[src/hdl/dgt_pkg.sv]
/*
  Constants and carrier types for the slave diagnosis telegram builder.
  Assumes one 50 MHz clock and a synchronous active-low reset.
*/
// Behaviour
// - The telegram is a header in bytes 0-5, identifier part in bytes 6-8 and device part in bytes 9-28.
// - The header holds three station status bytes, the parameterizing master address and the maker identifier.
// - The identifier part flags, per configured transfer-memory address space, whether an entry was made.
// - Every error flag reads one for error and zero for no error.
// - Byte 0 bit 1 is set while start-up is not complete and no cyclic data can flow.
// - Byte 0 bit 2 is set when configuration data from the master is wrong or unsupported.
// - Byte 0 bit 3 is set whenever a link fault exists, so device-related data is present.
// - Byte 0 bit 4 is set when the master requests an unsupported function such as an address change.
// - Byte 0 bit 6 is set on a faulty parameter assignment message.
// - Byte 0 bit 7 is set whenever a master or programming station other than the parameterizing one accesses.
// - The master-address byte reports the address of the parameterizing master.
// - The master-address byte is 0 to 126 for a parameterizing master, or all ones when none.
// - Status byte 1 bit 0 is set when a fresh parameter assignment is required.
// - Per-slave fault bits are set for absent or inactive configured slaves or present unconfigured slaves.
package dgt_pkg;
  // ------------------------------------------------------------
  // Telegram layout
  // ------------------------------------------------------------
  localparam int TEL_LEN = 29;
  localparam int HDR_FIRST = 0;
  localparam int ID_FIRST = 6;
  localparam int DEV_FIRST = 9;
  localparam int DEV_LAST = 28;
  localparam int FAULT_FIRST = 20;
  localparam int FAULT_BYTES = 8;
  localparam int ID_BITS = 24;
  // Byte 0 and byte 1 bit positions
  localparam int B0_UNREACH = 0;
  localparam int B0_NOTREADY = 1;
  localparam int B0_CFGERR = 2;
  localparam int B0_EXTDIAG = 3;
  localparam int B0_UNSUPP = 4;
  localparam int B0_BADRESP = 5;
  localparam int B0_PRMERR = 6;
  localparam int B0_FOREIGN = 7;
  localparam int B1_PRMREQ = 0;
  localparam int B1_STATDIAG = 1;
  // Fixed values and reset values
  localparam logic [7:0] NO_MASTER = 8'hff;
  localparam logic [6:0] MAX_MASTER = 7'h7e;
  localparam logic [7:0] DEV_LEN = 8'h13;
  localparam logic [7:0] B2_FIXED = 8'h00;
  // Arbitrary maker identifier, value chosen freely
  localparam logic [15:0] MAKER_ID_DEF = 16'h1234;
  localparam logic [7:0] RST_B0 = 8'h02;
  localparam logic [7:0] RST_B1 = 8'h01;
  localparam logic [4:0] BYTE_IDX_RST = 5'h00;
  localparam logic [4:0] LAST_IDX = 5'h1c;

  typedef struct packed {
    logic cfg_bad;
    logic unsupported;
    logic prm_bad;
    logic prm_ok;
    logic [6:0] prm_addr;
    logic access;
    logic [6:0] access_addr;
  } dgt_evt_t;

  typedef struct packed {
    logic [7:0] st0;
    logic [7:0] st1;
    logic [7:0] master_addr;
    logic [ID_BITS-1:0] id_flags;
    logic [FAULT_BYTES*8-1:0] slave_fault;
    logic [7:0] mod1;
    logic [7:0] mod2;
    logic [7:0] mod3;
    logic busy;
    logic [4:0] idx;
    logic [7:0] tx_byte;
    logic tx_valid;
    logic tx_last;
  } dgt_state_t;
endpackage

[src/hdl/dgt_diag_telegram.sv]
/*
  Diagnosis telegram builder: keeps station status flags and streams the
  29-byte telegram one byte per cycle on a request. Assumes event inputs
  are one-cycle pulses from logic on the same clock.
*/
`timescale 1ns/1ps
`default_nettype none
module dgt_diag_telegram #(
  parameter logic [15:0] MAKER_ID = dgt_pkg::MAKER_ID_DEF
)(
  // Clock and reset
  input wire logic clk,
  input wire logic rst_n,
  // Status inputs
  input wire logic startup_done,
  input wire dgt_pkg::dgt_evt_t evt,
  input wire logic [dgt_pkg::ID_BITS-1:0] id_entry,
  input wire logic [dgt_pkg::FAULT_BYTES*8-1:0] slave_fault,
  input wire logic [7:0] module_status1,
  input wire logic [7:0] module_status2,
  input wire logic [7:0] module_status3,
  // Diagnosis request and byte stream
  input wire logic diag_req,
  output logic [7:0] tx_byte,
  output logic tx_valid,
  output logic tx_last,
  output logic [7:0] master_addr
);
  dgt_pkg::dgt_state_t s;
  dgt_pkg::dgt_state_t next_s;
  logic foreign;
  logic link_fault;
  logic [7:0] tel [0:dgt_pkg::TEL_LEN-1];

  assign link_fault = |slave_fault;
  assign foreign = evt.access && (s.master_addr != {1'b0, evt.access_addr});

  // ------------------------------------------------------------
  // Telegram image
  // ------------------------------------------------------------
  always_comb
  begin
    for (int i = 0; i < dgt_pkg::TEL_LEN; i++)
    begin
      tel[i] = 8'h00;
    end
    tel[dgt_pkg::HDR_FIRST] = s.st0;
    tel[dgt_pkg::HDR_FIRST + 1] = s.st1;
    tel[dgt_pkg::HDR_FIRST + 2] = dgt_pkg::B2_FIXED;
    tel[dgt_pkg::HDR_FIRST + 3] = s.master_addr;
    tel[dgt_pkg::HDR_FIRST + 4] = MAKER_ID[15:8];
    tel[dgt_pkg::HDR_FIRST + 5] = MAKER_ID[7:0];
    for (int i = 0; i < 3; i++)
    begin
      tel[dgt_pkg::ID_FIRST + i] = s.id_flags[i*8 +: 8];
    end
    tel[dgt_pkg::DEV_FIRST] = dgt_pkg::DEV_LEN;
    tel[dgt_pkg::DEV_FIRST + 1] = 8'h01;
    tel[dgt_pkg::DEV_FIRST + 2] = 8'h04;
    tel[dgt_pkg::DEV_FIRST + 4] = s.mod1;
    tel[dgt_pkg::DEV_FIRST + 5] = 8'h1c;
    tel[dgt_pkg::DEV_FIRST + 6] = s.mod2;
    tel[dgt_pkg::DEV_FIRST + 7] = s.mod3;
    tel[dgt_pkg::DEV_FIRST + 8] = 8'h60;
    tel[dgt_pkg::DEV_FIRST + 10] = 8'h40;
    for (int i = 0; i < dgt_pkg::FAULT_BYTES; i++)
    begin
      tel[dgt_pkg::FAULT_FIRST + i] = s.slave_fault[i*8 +: 8];
    end
  end

  // ------------------------------------------------------------
  // State update
  // ------------------------------------------------------------
  always_comb
  begin
    next_s = s;
    // Flags are live copies: every change shows in the next telegram
    next_s.id_flags = id_entry;
    next_s.slave_fault = slave_fault;
    next_s.mod1 = module_status1;
    next_s.mod2 = module_status2;
    next_s.mod3 = module_status3;
    next_s.st0[dgt_pkg::B0_UNREACH] = 1'b0;
    next_s.st0[dgt_pkg::B0_BADRESP] = 1'b0;
    next_s.st0[dgt_pkg::B0_NOTREADY] = ~startup_done;
    next_s.st0[dgt_pkg::B0_EXTDIAG] = link_fault;
    next_s.st1[dgt_pkg::B1_STATDIAG] = 1'b0;
    if (evt.prm_ok)
    begin
      next_s.master_addr = {1'b0, evt.prm_addr};
      next_s.st1[dgt_pkg::B1_PRMREQ] = 1'b0;
      next_s.st0[dgt_pkg::B0_PRMERR] = 1'b0;
      next_s.st0[dgt_pkg::B0_CFGERR] = 1'b0;
      next_s.st0[dgt_pkg::B0_UNSUPP] = 1'b0;
    end
    // Error events win over a clear in the same cycle
    if (evt.prm_bad)
    begin
      next_s.st0[dgt_pkg::B0_PRMERR] = 1'b1;
      next_s.st1[dgt_pkg::B1_PRMREQ] = 1'b1;
    end
    if (evt.cfg_bad)
    begin
      next_s.st0[dgt_pkg::B0_CFGERR] = 1'b1;
    end
    if (evt.unsupported)
    begin
      next_s.st0[dgt_pkg::B0_UNSUPP] = 1'b1;
    end
    if (evt.access)
    begin
      next_s.st0[dgt_pkg::B0_FOREIGN] = foreign;
    end
    // Byte stream of the full telegram
    next_s.tx_valid = 1'b0;
    next_s.tx_last = 1'b0;
    if (!s.busy && diag_req)
    begin
      next_s.busy = 1'b1;
      next_s.idx = dgt_pkg::BYTE_IDX_RST;
    end
    else if (s.busy)
    begin
      next_s.tx_byte = tel[s.idx];
      next_s.tx_valid = 1'b1;
      next_s.tx_last = (s.idx == dgt_pkg::LAST_IDX);
      if (s.idx == dgt_pkg::LAST_IDX)
      begin
        next_s.busy = 1'b0;
      end
      next_s.idx = 5'(s.idx + 5'h01);
    end
  end

  always_ff @(posedge clk)
  begin
    if (!rst_n)
    begin
      s <= '0;
      s.st0 <= dgt_pkg::RST_B0;
      s.st1 <= dgt_pkg::RST_B1;
      s.master_addr <= dgt_pkg::NO_MASTER;
    end
    else
    begin
      s <= next_s;
    end
  end

  assign tx_byte = s.tx_byte;
  assign tx_valid = s.tx_valid;
  assign tx_last = s.tx_last;
  assign master_addr = s.master_addr;
endmodule
`default_nettype wire

[config.mk]
export PLATFORM = sky130hd
export DESIGN_NAME = dgt_diag_telegram
export DESIGN_NICKNAME = d
export VERILOG_FILES = /design/src/hdl/dgt_pkg.sv /design/src/hdl/dgt_diag_telegram.sv
export SDC_FILE = /design/constraint.sdc
export NUM_CORES = 1
export LEC_CHECK = 0
export ABC_AREA = 0
export BUFFER_PORTS_ARGS = -buffer_cell sky130_fd_sc_hd__buf_2
export CAP_MARGIN = 30
export CORE_UTILIZATION = 25
export CTS_CLUSTER_SIZE = 20
export DETAILED_ROUTE_END_ITERATION = 10
export PLACE_DENSITY = 0.44
export SETUP_SLACK_MARGIN = 0.4
export SYNTH_ARGS = -nofsm -noshare
export SYNTH_HDL_FRONTEND = slang
export SYNTH_SLANG_ARGS = --single-unit
[constraint.sdc]
create_clock -name clk -period 1.55 [get_ports clk]
set_input_delay 0.2325 -clock clk [delete_from_list [all_inputs] [get_ports clk]]
set_output_delay 0.2325 -clock clk [all_outputs]
set_load 0.01 [all_outputs]
==> results of run 1 <==
-- path summary, 6_finish.rpt --
path	depth (start not counted)	to	start	slack, ns
worst max-delay path	7	tx_byte[3]	s[11]	-0.12
worst min-delay path	2	s[17]	module_status3[1]	0.02
worst max register to register	7	tx_byte[3]	s[11]	-0.12
worst min register to register	2	tx_byte[4]	tx_byte[4]	0.51
-- worst register-to-register path, delay by kind of cell (launching register included) --
| family | cells | cell delay, ns |
|---|---|---|
| AOI/OAI and AO/OA | 4 | 0.71 |
| buffers and inverters | 2 | 0.29 |
| and+or+nand+nor | 1 | 0.17 |
| DFF | 1 | 0.37 |
-- final cells by class --
| type | instances | area [sq um] | share of cell area |
|---|---|---|---|
| Clock buffer | 21 | 450.4 | 0.05339 |
| Clock inverter | 10 | 162.7 | 0.01928 |
| Inverter | 6 | 32.53 | 0.003856 |
| Multi-Input combinational cell | 368 | 2855 | 0.3384 |
| Sequential cell | 143 | 2914 | 0.3454 |
| Tap cell | 280 | 350.3 | 0.04152 |
| Timing Repair Buffer | 241 | 1672 | 0.1981 |
-- cell usage in the layout (no fill, tap or decap), types with 4 or more instances in the layout --
cell type and count:
nor3_2 5, buf_6 30, a21oi_1 16, and2_1 113, o221ai_1 5, clkinv_4 4
buf_12 5, nand2b_1 4, mux2i_4 4, nor2_1 9, o31ai_1 4, xor2_1 5
nor4_1 13, inv_1 4, nor2b_1 8, mux2i_1 34, xnor2_1 4, clkbuf_16 17
dfxtp_4 11, dfxtp_1 124, bufinv_16 4, buf_2 136, nand4_1 6, nor3_1 5
o21ai_0 16, nand3b_1 6, a2111oi_2 5, dfxtp_2 8, buf_4 68, a21oi_2 6
a221oi_2 4, o22ai_1 6, nand3_1 6, nand2_1 19, a22oi_1 5
-- sequential cells by signal (all words and copies together), names as in the netlist --
name and flops:
tx_byte 8, master_addr 8, s 125, tx_valid 1, tx_last 1
-- per-stage QoR --
step | worst slack [ns] | utilization | area (sq um) | instances | TNS [ns]
after global routing | -0.2062 | 0.3842 | 8437 | 1069 | -1.245
final | -0.1183 | 0.3842 | 8437 | 1069 | -0.4647
after CTS | -0.1061 | 0.3773 | 8284 | 1065 | -0.4610
after detailed placement | -0.2291 | 0.3224 | 7079 | 1020 | -1.489
after global placement | -0.2389 | 0.3224 | 7079 | 1020 | -1.407
after floorplan | 0.01381 | - | 5744 | 572 | 0
-- cells by family (layout without fill, tap and decap cells) --
group                    Yosys count  in the layout
AND/OR/NAND/NOR                  211            211
AO/OA/AOI/OAI                    102            102
multiplexers                      44             44
XOR/XNOR                           9              9
adder cells (fa/ha/maj)            2              2
flip-flops                       143            143
buffers and inverters             61            278
-- timing repair --
item                                    in CTS  in global routing
buffers inserted                            12                  4
cloned                                       1                  0
endpoints found under the setup margin      33                 31
hold buffers                                 1                  0
endpoints found under the hold margin        1                  0
gates resized for setup                    112                 22
pin swaps                                   25                 12
-- per-layer routing --
metal,vias up,track usage,share of wire
li1,2402,-,-
met1,2311,0.1985,0.45
met2,123,0.2765,0.49
met3,13,0.03925,0.045
met4,0,0.05248,0.011
met5,-,0,0
-- report_power, final --
group	switching, uW	internal (uW)	total [uW]
combinational	446	541	987
clock	1500	2720	4220
sequential	113	3870	3990
==> results.sh, run 1 <==
export IMPL_status="finished, violations left"
export IMPL_violations="design-rule violations, negative setup slack"
export IMPL_cp_slowest_stage_delay_ns=0.37
export IMPL_cp_data_required_time_ns=1.85
export IMPL_fillers=2230
export IMPL_place_hpwl_microns=14150
export IMPL_rsz0062_at_grt="yes"
export IMPL_synth_avg_cell_area_sq_um=9.867
export IMPL_synth_xor_area_frac=0.01397
export IMPL_synth_edf_count=0
export IMPL_cts_sinks=143
export IMPL_synth_compound_area_frac=0.1215
export IMPL_cellPowerDensity_nw_per_um2=1090
export IMPL_finalPower_uw=9198
export IMPL_fmax_mhz=599.4
export IMPL_path_cells="buf_6 > and2_4 > a221oi_2 > a2111oi_2 > a2111oi_2 > buf_4 > o31ai_1"
export IMPL_drt_iter0_drc=262
export IMPL_period_share=1.076
export IMPL_setup_viol_count_final=8
export IMPL_vias_per_cell=4.536
export IMPL_num_vias=4849
export IMPL_slew_violations=0
export IMPL_slowest_stage="dfxtp_4"
export IMPL_synthAdderAreaFrac=0.004434
export IMPL_hold_violations=0
export IMPL_top_level_ports=153
export IMPL_crit_type="flip-flop to flip-flop"
export IMPL_synth_seq_cells=143
export IMPL_leakagePower_uw=0.003441
export IMPL_critPathMaxFanout=5
export IMPL_synth_distinct_cells=50
export IMPL_grt_antenna_before_repair=0
export IMPL_drive_gt1_frac=0.4411
export IMPL_cts_inserted_buffers=17
export IMPL_drv_cap=0
export IMPL_nets=914
export IMPL_grt_max_degree=82
export IMPL_track_usage=0.1616
export IMPL_period_needed_ns=1.668
export IMPL_worstSkewPairLatency_ns=0.42
export IMPL_syn2layout_area_growth_pct=49.48
export IMPL_die_h_microns=152.3
export IMPL_antenna_cells=0
export IMPL_clockRootBuffer="clkbuf_16"
export IMPL_skew_ns=0.008614
export IMPL_die_width_microns=152.3
export IMPL_yosys_cell_count_top_type="dfxtp_1"
export IMPL_synth_top_family_by_area="simple AND/OR/NAND/NOR gates"
export IMPL_slew_headroom=0.6895
export IMPL_gr_total_overflow=0
export IMPL_cp_start_kind="flip-flop"
export IMPL_synthArstFlopShare=0
export IMPL_row_count=54
export IMPL_synthSimpleGateAreaFrac=0.2181
export IMPL_crit_path_frequent_cell="a2111oi_2"
export IMPL_synth_top_cell_by_area="dfxtp_1"
export IMPL_synthCells=572
export IMPL_drc_errors=10
export IMPL_io_buffer_count=152
export IMPL_crit_path_end_kind="flip-flop"
export IMPL_wirelength_microns=18390
export IMPL_critPathBufInv=2
export IMPL_ant_nets=0
export IMPL_cts_buffer_depth=2
export IMPL_ys_warn_count=0
export IMPL_wl_per_cell_microns=17.20
export IMPL_grt_pass1_wl_microns=28490
export IMPL_syn_nets=709
export IMPL_synthTopCellsByArea="dfxtp_1, and2_1, mux2i_1"
export IMPL_fin_hold_ws_ns=0.01709
export IMPL_clkTransAtPathRegs_ns=0.06
export IMPL_gp_congestion=0.8539
export IMPL_synth_top_cells_by_count="dfxtp_1, and2_1, mux2i_1"
export IMPL_ys_flop_type="dfxtp_1"
export IMPL_die_area_sq_um=23180
export IMPL_peakVddDrop_mv=0.5033
export IMPL_worst_pin_slew_ns=0.4651
export IMPL_h_tree_depth=4
export IMPL_syn_area_sq_um=5644
export IMPL_synth_seq_area_share=0.5072
export IMPL_worst_slack_ns=-0.1183
export IMPL_initial_core_util=0.2570
export IMPL_cts_tree="done"
export IMPL_yosys_area_top_type_share=0.5072
export IMPL_grt_pass1_vias=5237
export IMPL_arrival_ns=1.97
export IMPL_min_path_type="primary input to flip-flop"
export IMPL_core_area_sq_um=21960
export IMPL_cp_top_family="compound AO/OA/AOI/OAI gates"
export IMPL_muxShareOfSynthArea=0.07914
export IMPL_dr_pass1_iters=8
(Power assumes the default switching activity.)
==> run 2: changes to the inputs <==
==> constraint.sdc (replaced) <==
create_clock -name clk -period 1.55 [get_ports clk]
set_input_delay 0.2325 -clock clk [delete_from_list [all_inputs] [get_ports clk]]
set_output_delay 0.2325 -clock clk [all_outputs]
set_load 0.02 [all_outputs]
==> run 2 against run 1 <==
The run still ends with design-rule violations, negative setup slack left. Setup slack got worse by 0.0055 ns. Hold slack got worse by 0.0052 ns. Non-clock buffer count is 3 higher. Sequential cell count is the same. Die area is the same. Count of clock-buffer cells in the layout stayed put. Highest routed layer unchanged. Global-route usage rose by 0.061 points. Core utilization hardly changed. First-iteration DRC count down 7.3%. Combinational power barely moved.
==> results.sh, run 2 (synthesis results as in run 1) <==
export IMPL_cts_buffer_depth=2
export IMPL_grt_antenna_before_repair=0
export IMPL_drive_gt1_frac=0.4407
export IMPL_power_switching_uw=2080
export IMPL_cellPowerDensity_nw_per_um2=1092
export IMPL_power_frac_seq=0.432
export IMPL_combPwrFrac=0.110
export IMPL_skew_ns=0.009247
export IMPL_period_share=1.080
export IMPL_drt_iter0_drc=243
export IMPL_cp_start_kind="flip-flop"
export IMPL_rsz0062_at_grt="yes"
export IMPL_worst_slack_ns=-0.1238
export IMPL_slew_violations=0
export IMPL_worst_pin_slew_ns=0.4770
export IMPL_wl_per_cell_microns=17.21
export IMPL_largest_reg_flops=125
export IMPL_multiInputGateArea_sq_um=2839
export IMPL_period_needed_ns=1.674
export IMPL_internal_power_uw=7143
export IMPL_track_usage=0.1622
export IMPL_syn2layout_area_growth_pct=49.61
export IMPL_crit_path_end_kind="flip-flop"
export IMPL_h_tree_depth=4
export IMPL_arrival_ns=1.98
export IMPL_cts_sinks=143
export IMPL_fin_hold_ws_ns=0.01188
export IMPL_slew_headroom=0.6815
export IMPL_wirelength_microns=18450
export IMPL_cp_data_required_time_ns=1.85
export IMPL_die_h_microns=152.3
export IMPL_cts_inserted_buffers=17
export IMPL_top_level_ports=153
export IMPL_dr_pass1_iters=8
export IMPL_grt_pass1_vias=5235
export IMPL_antenna_cells=0
export IMPL_num_vias=4830
export IMPL_fillers=2228
export IMPL_violations="design-rule violations, negative setup slack"
export IMPL_vias_per_cell=4.506
export IMPL_crit_type="flip-flop to flip-flop"
export IMPL_peakVddDrop_mv=0.5044
export IMPL_seq_area_sq_um=2914
export IMPL_drc_errors=10
export IMPL_final_common_cell="buf_2"
export IMPL_clkTransAtPathRegs_ns=0.06
export IMPL_hold_violations=0
export IMPL_status="finished, violations left"
export IMPL_core_area_sq_um=21960
export IMPL_setup_viol_count_final=8
export IMPL_row_count=54
export IMPL_power_frac_clock=0.458
export IMPL_leakagePower_uw=0.003449
export IMPL_die_width_microns=152.3
export IMPL_initial_core_util=0.2570
export IMPL_swShare=0.2255
export IMPL_top_register="s"
export IMPL_critPathMaxFanout=5
export IMPL_die_area_sq_um=23180
export IMPL_place_hpwl_microns=14150
export IMPL_gp_congestion=0.8539
export IMPL_place_ws_ns=-0.2291
export IMPL_io_buffer_count=152
export IMPL_fmax_mhz=597.4
export IMPL_final_cell_mix="buf_2, dfxtp_1, and2_1, buf_4, mux2i_1"
export IMPL_nets=917
export IMPL_min_path_type="primary input to flip-flop"
export IMPL_cts_tree="done"
export IMPL_ant_nets=0
export IMPL_worstSkewPairLatency_ns=0.42
export IMPL_gr_total_overflow=0
export IMPL_grt_max_degree=82
export IMPL_grt_pass1_wl_microns=28480
export IMPL_clockRootBuffer="clkbuf_16"
export IMPL_drv_cap=0
run 2: cell count changes in the layout (fill, tap and decap cells not counted), sizes merged:
cell	change
buf	+3
run 2: layer usage:
| metal | vias to the layer above | GRT usage | wire [microns] |
|---|---|---|---|
| met3 | 18 | 0.04380 | 702 |
| met2 | 112 | 0.2776 | 8980 |
| met5 | - | 0 | 0 |
| met4 | 0 | 0.05199 | 266 |
| met1 | 2292 | 0.1968 | 8498 |
| li1 | 2408 | - | - |
run 2: power groups by stage:
| stage | logic, uW | clock network [uW] | registers (uW) |
|---|---|---|---|
| after floorplan | 461 | 0 | 4010 |
| after global placement | 851 | 0 | 4060 |
| after detailed placement | 852 | 0 | 4060 |
| after CTS | 992 | 4330 | 3980 |
| after global routing | 1100 | 4480 | 4000 |
| final | 1010 | 4220 | 3980 |
run 2: worst paths after layout:
kind                      from          to  slack [ns]  depth (start not counted)
max reg2reg              s[11]  tx_byte[3]       -0.12                          7
max                      s[11]  tx_byte[3]       -0.12                          7
min reg2reg         tx_byte[3]  tx_byte[3]        0.51                          2
min          module_status3[1]       s[17]        0.01                          2
run 2: area by class of cell:
type                            count  area share
Clock inverter                     10     0.01926
Timing Repair Buffer              244      0.2008
Inverter                            6    0.003852
Clock buffer                       21     0.05334
Tap cell                          280     0.04149
Multi-Input combinational cell    368      0.3362
Sequential cell                   143      0.3451
run 2: per-stage QoR:
stage | total power (uW) | utilization | instance area [sq um] | setup TNS, ns | std cells
finish | 9222 | 0.3846 | 8444 | -0.4839 | 1072
floorplan | 4469 | - | 5744 | 0 | 572
global placement | 4908 | 0.3224 | 7079 | -1.407 | 1020
detailed placement | 4908 | 0.3224 | 7079 | -1.489 | 1020
CTS | 9309 | 0.3789 | 8320 | -0.4610 | 1067
global route | 9577 | 0.3846 | 8444 | -1.249 | 1072
run 2: repair_timing:
action / CTS / global route
buffers inserted: 14 / 5
hold buffers: 1 / 0
endpoints found under the hold margin: 1 / 0
resized for setup: 131 / 17
gates cloned: 1 / 0
pin swaps: 22 / 12
endpoints found under the setup margin: 33 / 34
run 2: critical path, cell delays in order, from the launching register on:
cell	delay, ns
dfxtp_4	0.37
buf_6	0.13
and2_4	0.17
a221oi_2	0.29
a2111oi_2	0.08
a2111oi_2	0.29
buf_4	0.16
o31ai_1	0.05
==> run 3: changes to the inputs <==
--- a/config.mk
+++ b/config.mk
@@ -12,7 +12,6 @@
 export CTS_CLUSTER_SIZE = 20
 export DETAILED_ROUTE_END_ITERATION = 10
 export PLACE_DENSITY = 0.44
-export SETUP_SLACK_MARGIN = 0.4
 export SYNTH_ARGS = -nofsm -noshare
 export SYNTH_HDL_FRONTEND = slang
 export SYNTH_SLANG_ARGS = --single-unit
==> run 3 against run 2 <==
The run still ends with design-rule violations, negative setup slack left. Sequential share of layout area increased by 0.83 points. First-iteration DRC count increased by 1.2%. Routed wire length decreased by 1.1%. Core utilization decreased by 1.4 points. Count of clock-buffer cells in the layout decreased by 2. Via count decreased by 2.2%. Sequential power about the same. Final cell count decreased by 1.8%. Total power decreased by 1.7%. Non-clock buffer count decreased by 19. Critical path type unchanged. Critical endpoint is now tx_byte[2]. Largest cell class unchanged.
==> results.sh, run 3 (synthesis results as in run 1) <==
export IMPL_cts_buffer_depth=2
export IMPL_skew_ns=0.009524
export IMPL_min_path_cells=2
export IMPL_leakagePower_uw=0.003316
export IMPL_r2r_start="s[11]"
export IMPL_h_tree_depth=4
export IMPL_cellPowerDensity_nw_per_um2=1116
export IMPL_finalPower_uw=9069
export IMPL_final_common_cell="buf_2"
export IMPL_row_count=54
export IMPL_violations="design-rule violations, negative setup slack"
export IMPL_cts_inserted_buffers=17
export IMPL_cp_slowest_stage_delay_ns=0.41
export IMPL_drive_gt1_frac=0.4049
export IMPL_grt_pass1_wl_microns=28260
export IMPL_die_area_sq_um=23180
export IMPL_cts_tree="done"
export IMPL_setup_viol_count_final=7
export IMPL_rsz0062_at_grt="yes"
export IMPL_worstHoldEndpoint="s[28]"
export IMPL_min_path_type="primary input to flip-flop"
export IMPL_cp_data_required_time_ns=1.89
export IMPL_num_vias=4726
export IMPL_antenna_cells=0
export IMPL_critPathMaxFanout=8
export IMPL_top_register="s"
export IMPL_slew_violations=0
export IMPL_reg2reg_to="tx_byte[2]"
export IMPL_top_level_ports=153
export IMPL_fmax_mhz=611.8
export IMPL_dp_cells=1017
export IMPL_arrival_ns=1.97
export IMPL_place_hpwl_microns=14650
export IMPL_drt_iter0_drc=246
export IMPL_hold_violations=0
export IMPL_crit_path_end_kind="flip-flop"
export IMPL_final_cell_mix="buf_2, dfxtp_1, and2_1, buf_4, mux2i_1"
export IMPL_slowest_stage="dfxtp_4"
export IMPL_cp_top_family="compound AO/OA/AOI/OAI gates"
export IMPL_placed_area_sq_um=7038
export IMPL_fillers=2229
export IMPL_clkTransAtPathRegs_ns=0.06
export IMPL_critPathBufInv=1
export IMPL_slew_headroom=0.7089
export IMPL_syn2layout_area_growth_pct=43.98
export IMPL_wirelength_microns=18250
export IMPL_drc_errors=10
export IMPL_drv_cap=0
export IMPL_ant_nets=0
export IMPL_seq_area_sq_um=2872
export IMPL_grt_max_degree=64
export IMPL_gp_congestion=0.8823
export IMPL_period_share=1.055
export IMPL_core_area_sq_um=21960
export IMPL_clockRootBuffer="clkbuf_16"
export IMPL_fin_hold_ws_ns=0.02025
export IMPL_period_needed_ns=1.635
export IMPL_final_cell_area_sq_um=8127
export IMPL_path_cells="nor2_2 > a221oi_1 > buf_4 > a31oi_1 > mux2i_1 > a211oi_1"
export IMPL_gr_total_overflow=0
export IMPL_layout_cells_non_filler=1053
export IMPL_min_delay_start="module_status2[4]"
export IMPL_largest_reg_flops=125
export IMPL_track_usage=0.1611
export IMPL_wl_per_cell_microns=17.33
export IMPL_tns_ns=-0.3053
export IMPL_vias_per_cell=4.488
export IMPL_dr_pass1_iters=8
export IMPL_grt_pass1_vias=5086
export IMPL_worstSkewPairLatency_ns=0.42
export IMPL_r2r_setup_slack_ns=-0.08
export IMPL_worst_pin_slew_ns=0.4367
export IMPL_status="finished, violations left"
export IMPL_cts_sinks=143
export IMPL_die_h_microns=152.3
export IMPL_cp_start_kind="flip-flop"
export IMPL_crit_path_start="s[11]"
export IMPL_multiInputGateArea_sq_um=2813
export IMPL_grt_antenna_before_repair=0
export IMPL_nets=898
export IMPL_rr_worst_depth=6
export IMPL_crit_type="flip-flop to flip-flop"
export IMPL_peakVddDrop_mv=0.6103
export IMPL_initial_core_util=0.2570
export IMPL_io_buffer_count=152
export IMPL_die_width_microns=152.3
export IMPL_worst_slack_ns=-0.08459
## run 3: cell count changes in the layout (fill, tap and decap cells not counted), moves of 7 or more
cell / change
buf_4: -20
buf_6: -20
buf_2: +18
dfxtp_1: +16
dfxtp_4: -9
dfxtp_2: -7
## run 3: worst reg2reg max path, cell delays in order, from the launching register on
cell	delay (ns)
dfxtp_4	0.41
nor2_2	0.31
a221oi_1	0.17
buf_4	0.18
a31oi_1	0.18
mux2i_1	0.10
a211oi_1	0.21
## run 3: layout make-up
| type | instances | area share |
|---|---|---|
| Sequential cell | 143 | 0.3533 |
| Inverter | 6 | 0.003695 |
| Clock buffer | 19 | 0.05450 |
| Clock inverter | 12 | 0.01955 |
| Multi-Input combinational cell | 368 | 0.3461 |
| Timing Repair Buffer | 225 | 0.1797 |
| Tap cell | 280 | 0.04311 |
## run 3: layer usage
metal / global-route usage / part of all wire / vias up
met2: 0.2655 / 0.47 / 123
met3: 0.03441 / 0.041 / 19
met5: 0 / 0 / -
met1: 0.2083 / 0.47 / 2219
met4: 0.05394 / 0.017 / 0
li1: - / - / 2365
## run 3: stage by stage
| stage | setup WS, ns | utilization |
|---|---|---|
| floorplan | -0.02305 | - |
| global placement | -0.3780 | 0.3205 |
| detailed placement | -0.4291 | 0.3205 |
| CTS | -0.07388 | 0.3630 |
| global route | -0.1688 | 0.3701 |
| finish | -0.08459 | 0.3701 |
## run 3: what timing repair did
item                       4_1_cts  5_1_grt
gates resized for setup         68       29
setup buffers                    3        1
pin swaps                       18        6
hold endpoints to repair         1        0
gates cloned                     1        0
hold buffers                     1        0
setup endpoints to repair        8        9
## run 3: power breakdown
group	switching, uW	internal [uW]
Combinational	448	485
Clock	1570	2580
Sequential	115	3880
## run 3: how the worst max path moves through the flow
stage	end	slack (ns)	cells after the start
global placement	tx_byte[7]	-0.38	6
detailed placement	tx_byte[7]	-0.43	6
floorplan	tx_byte[3]	-0.02	7
CTS	tx_byte[6]	-0.07	7
finish	tx_byte[2]	-0.08	6
global route	tx_byte[5]	-0.17	7
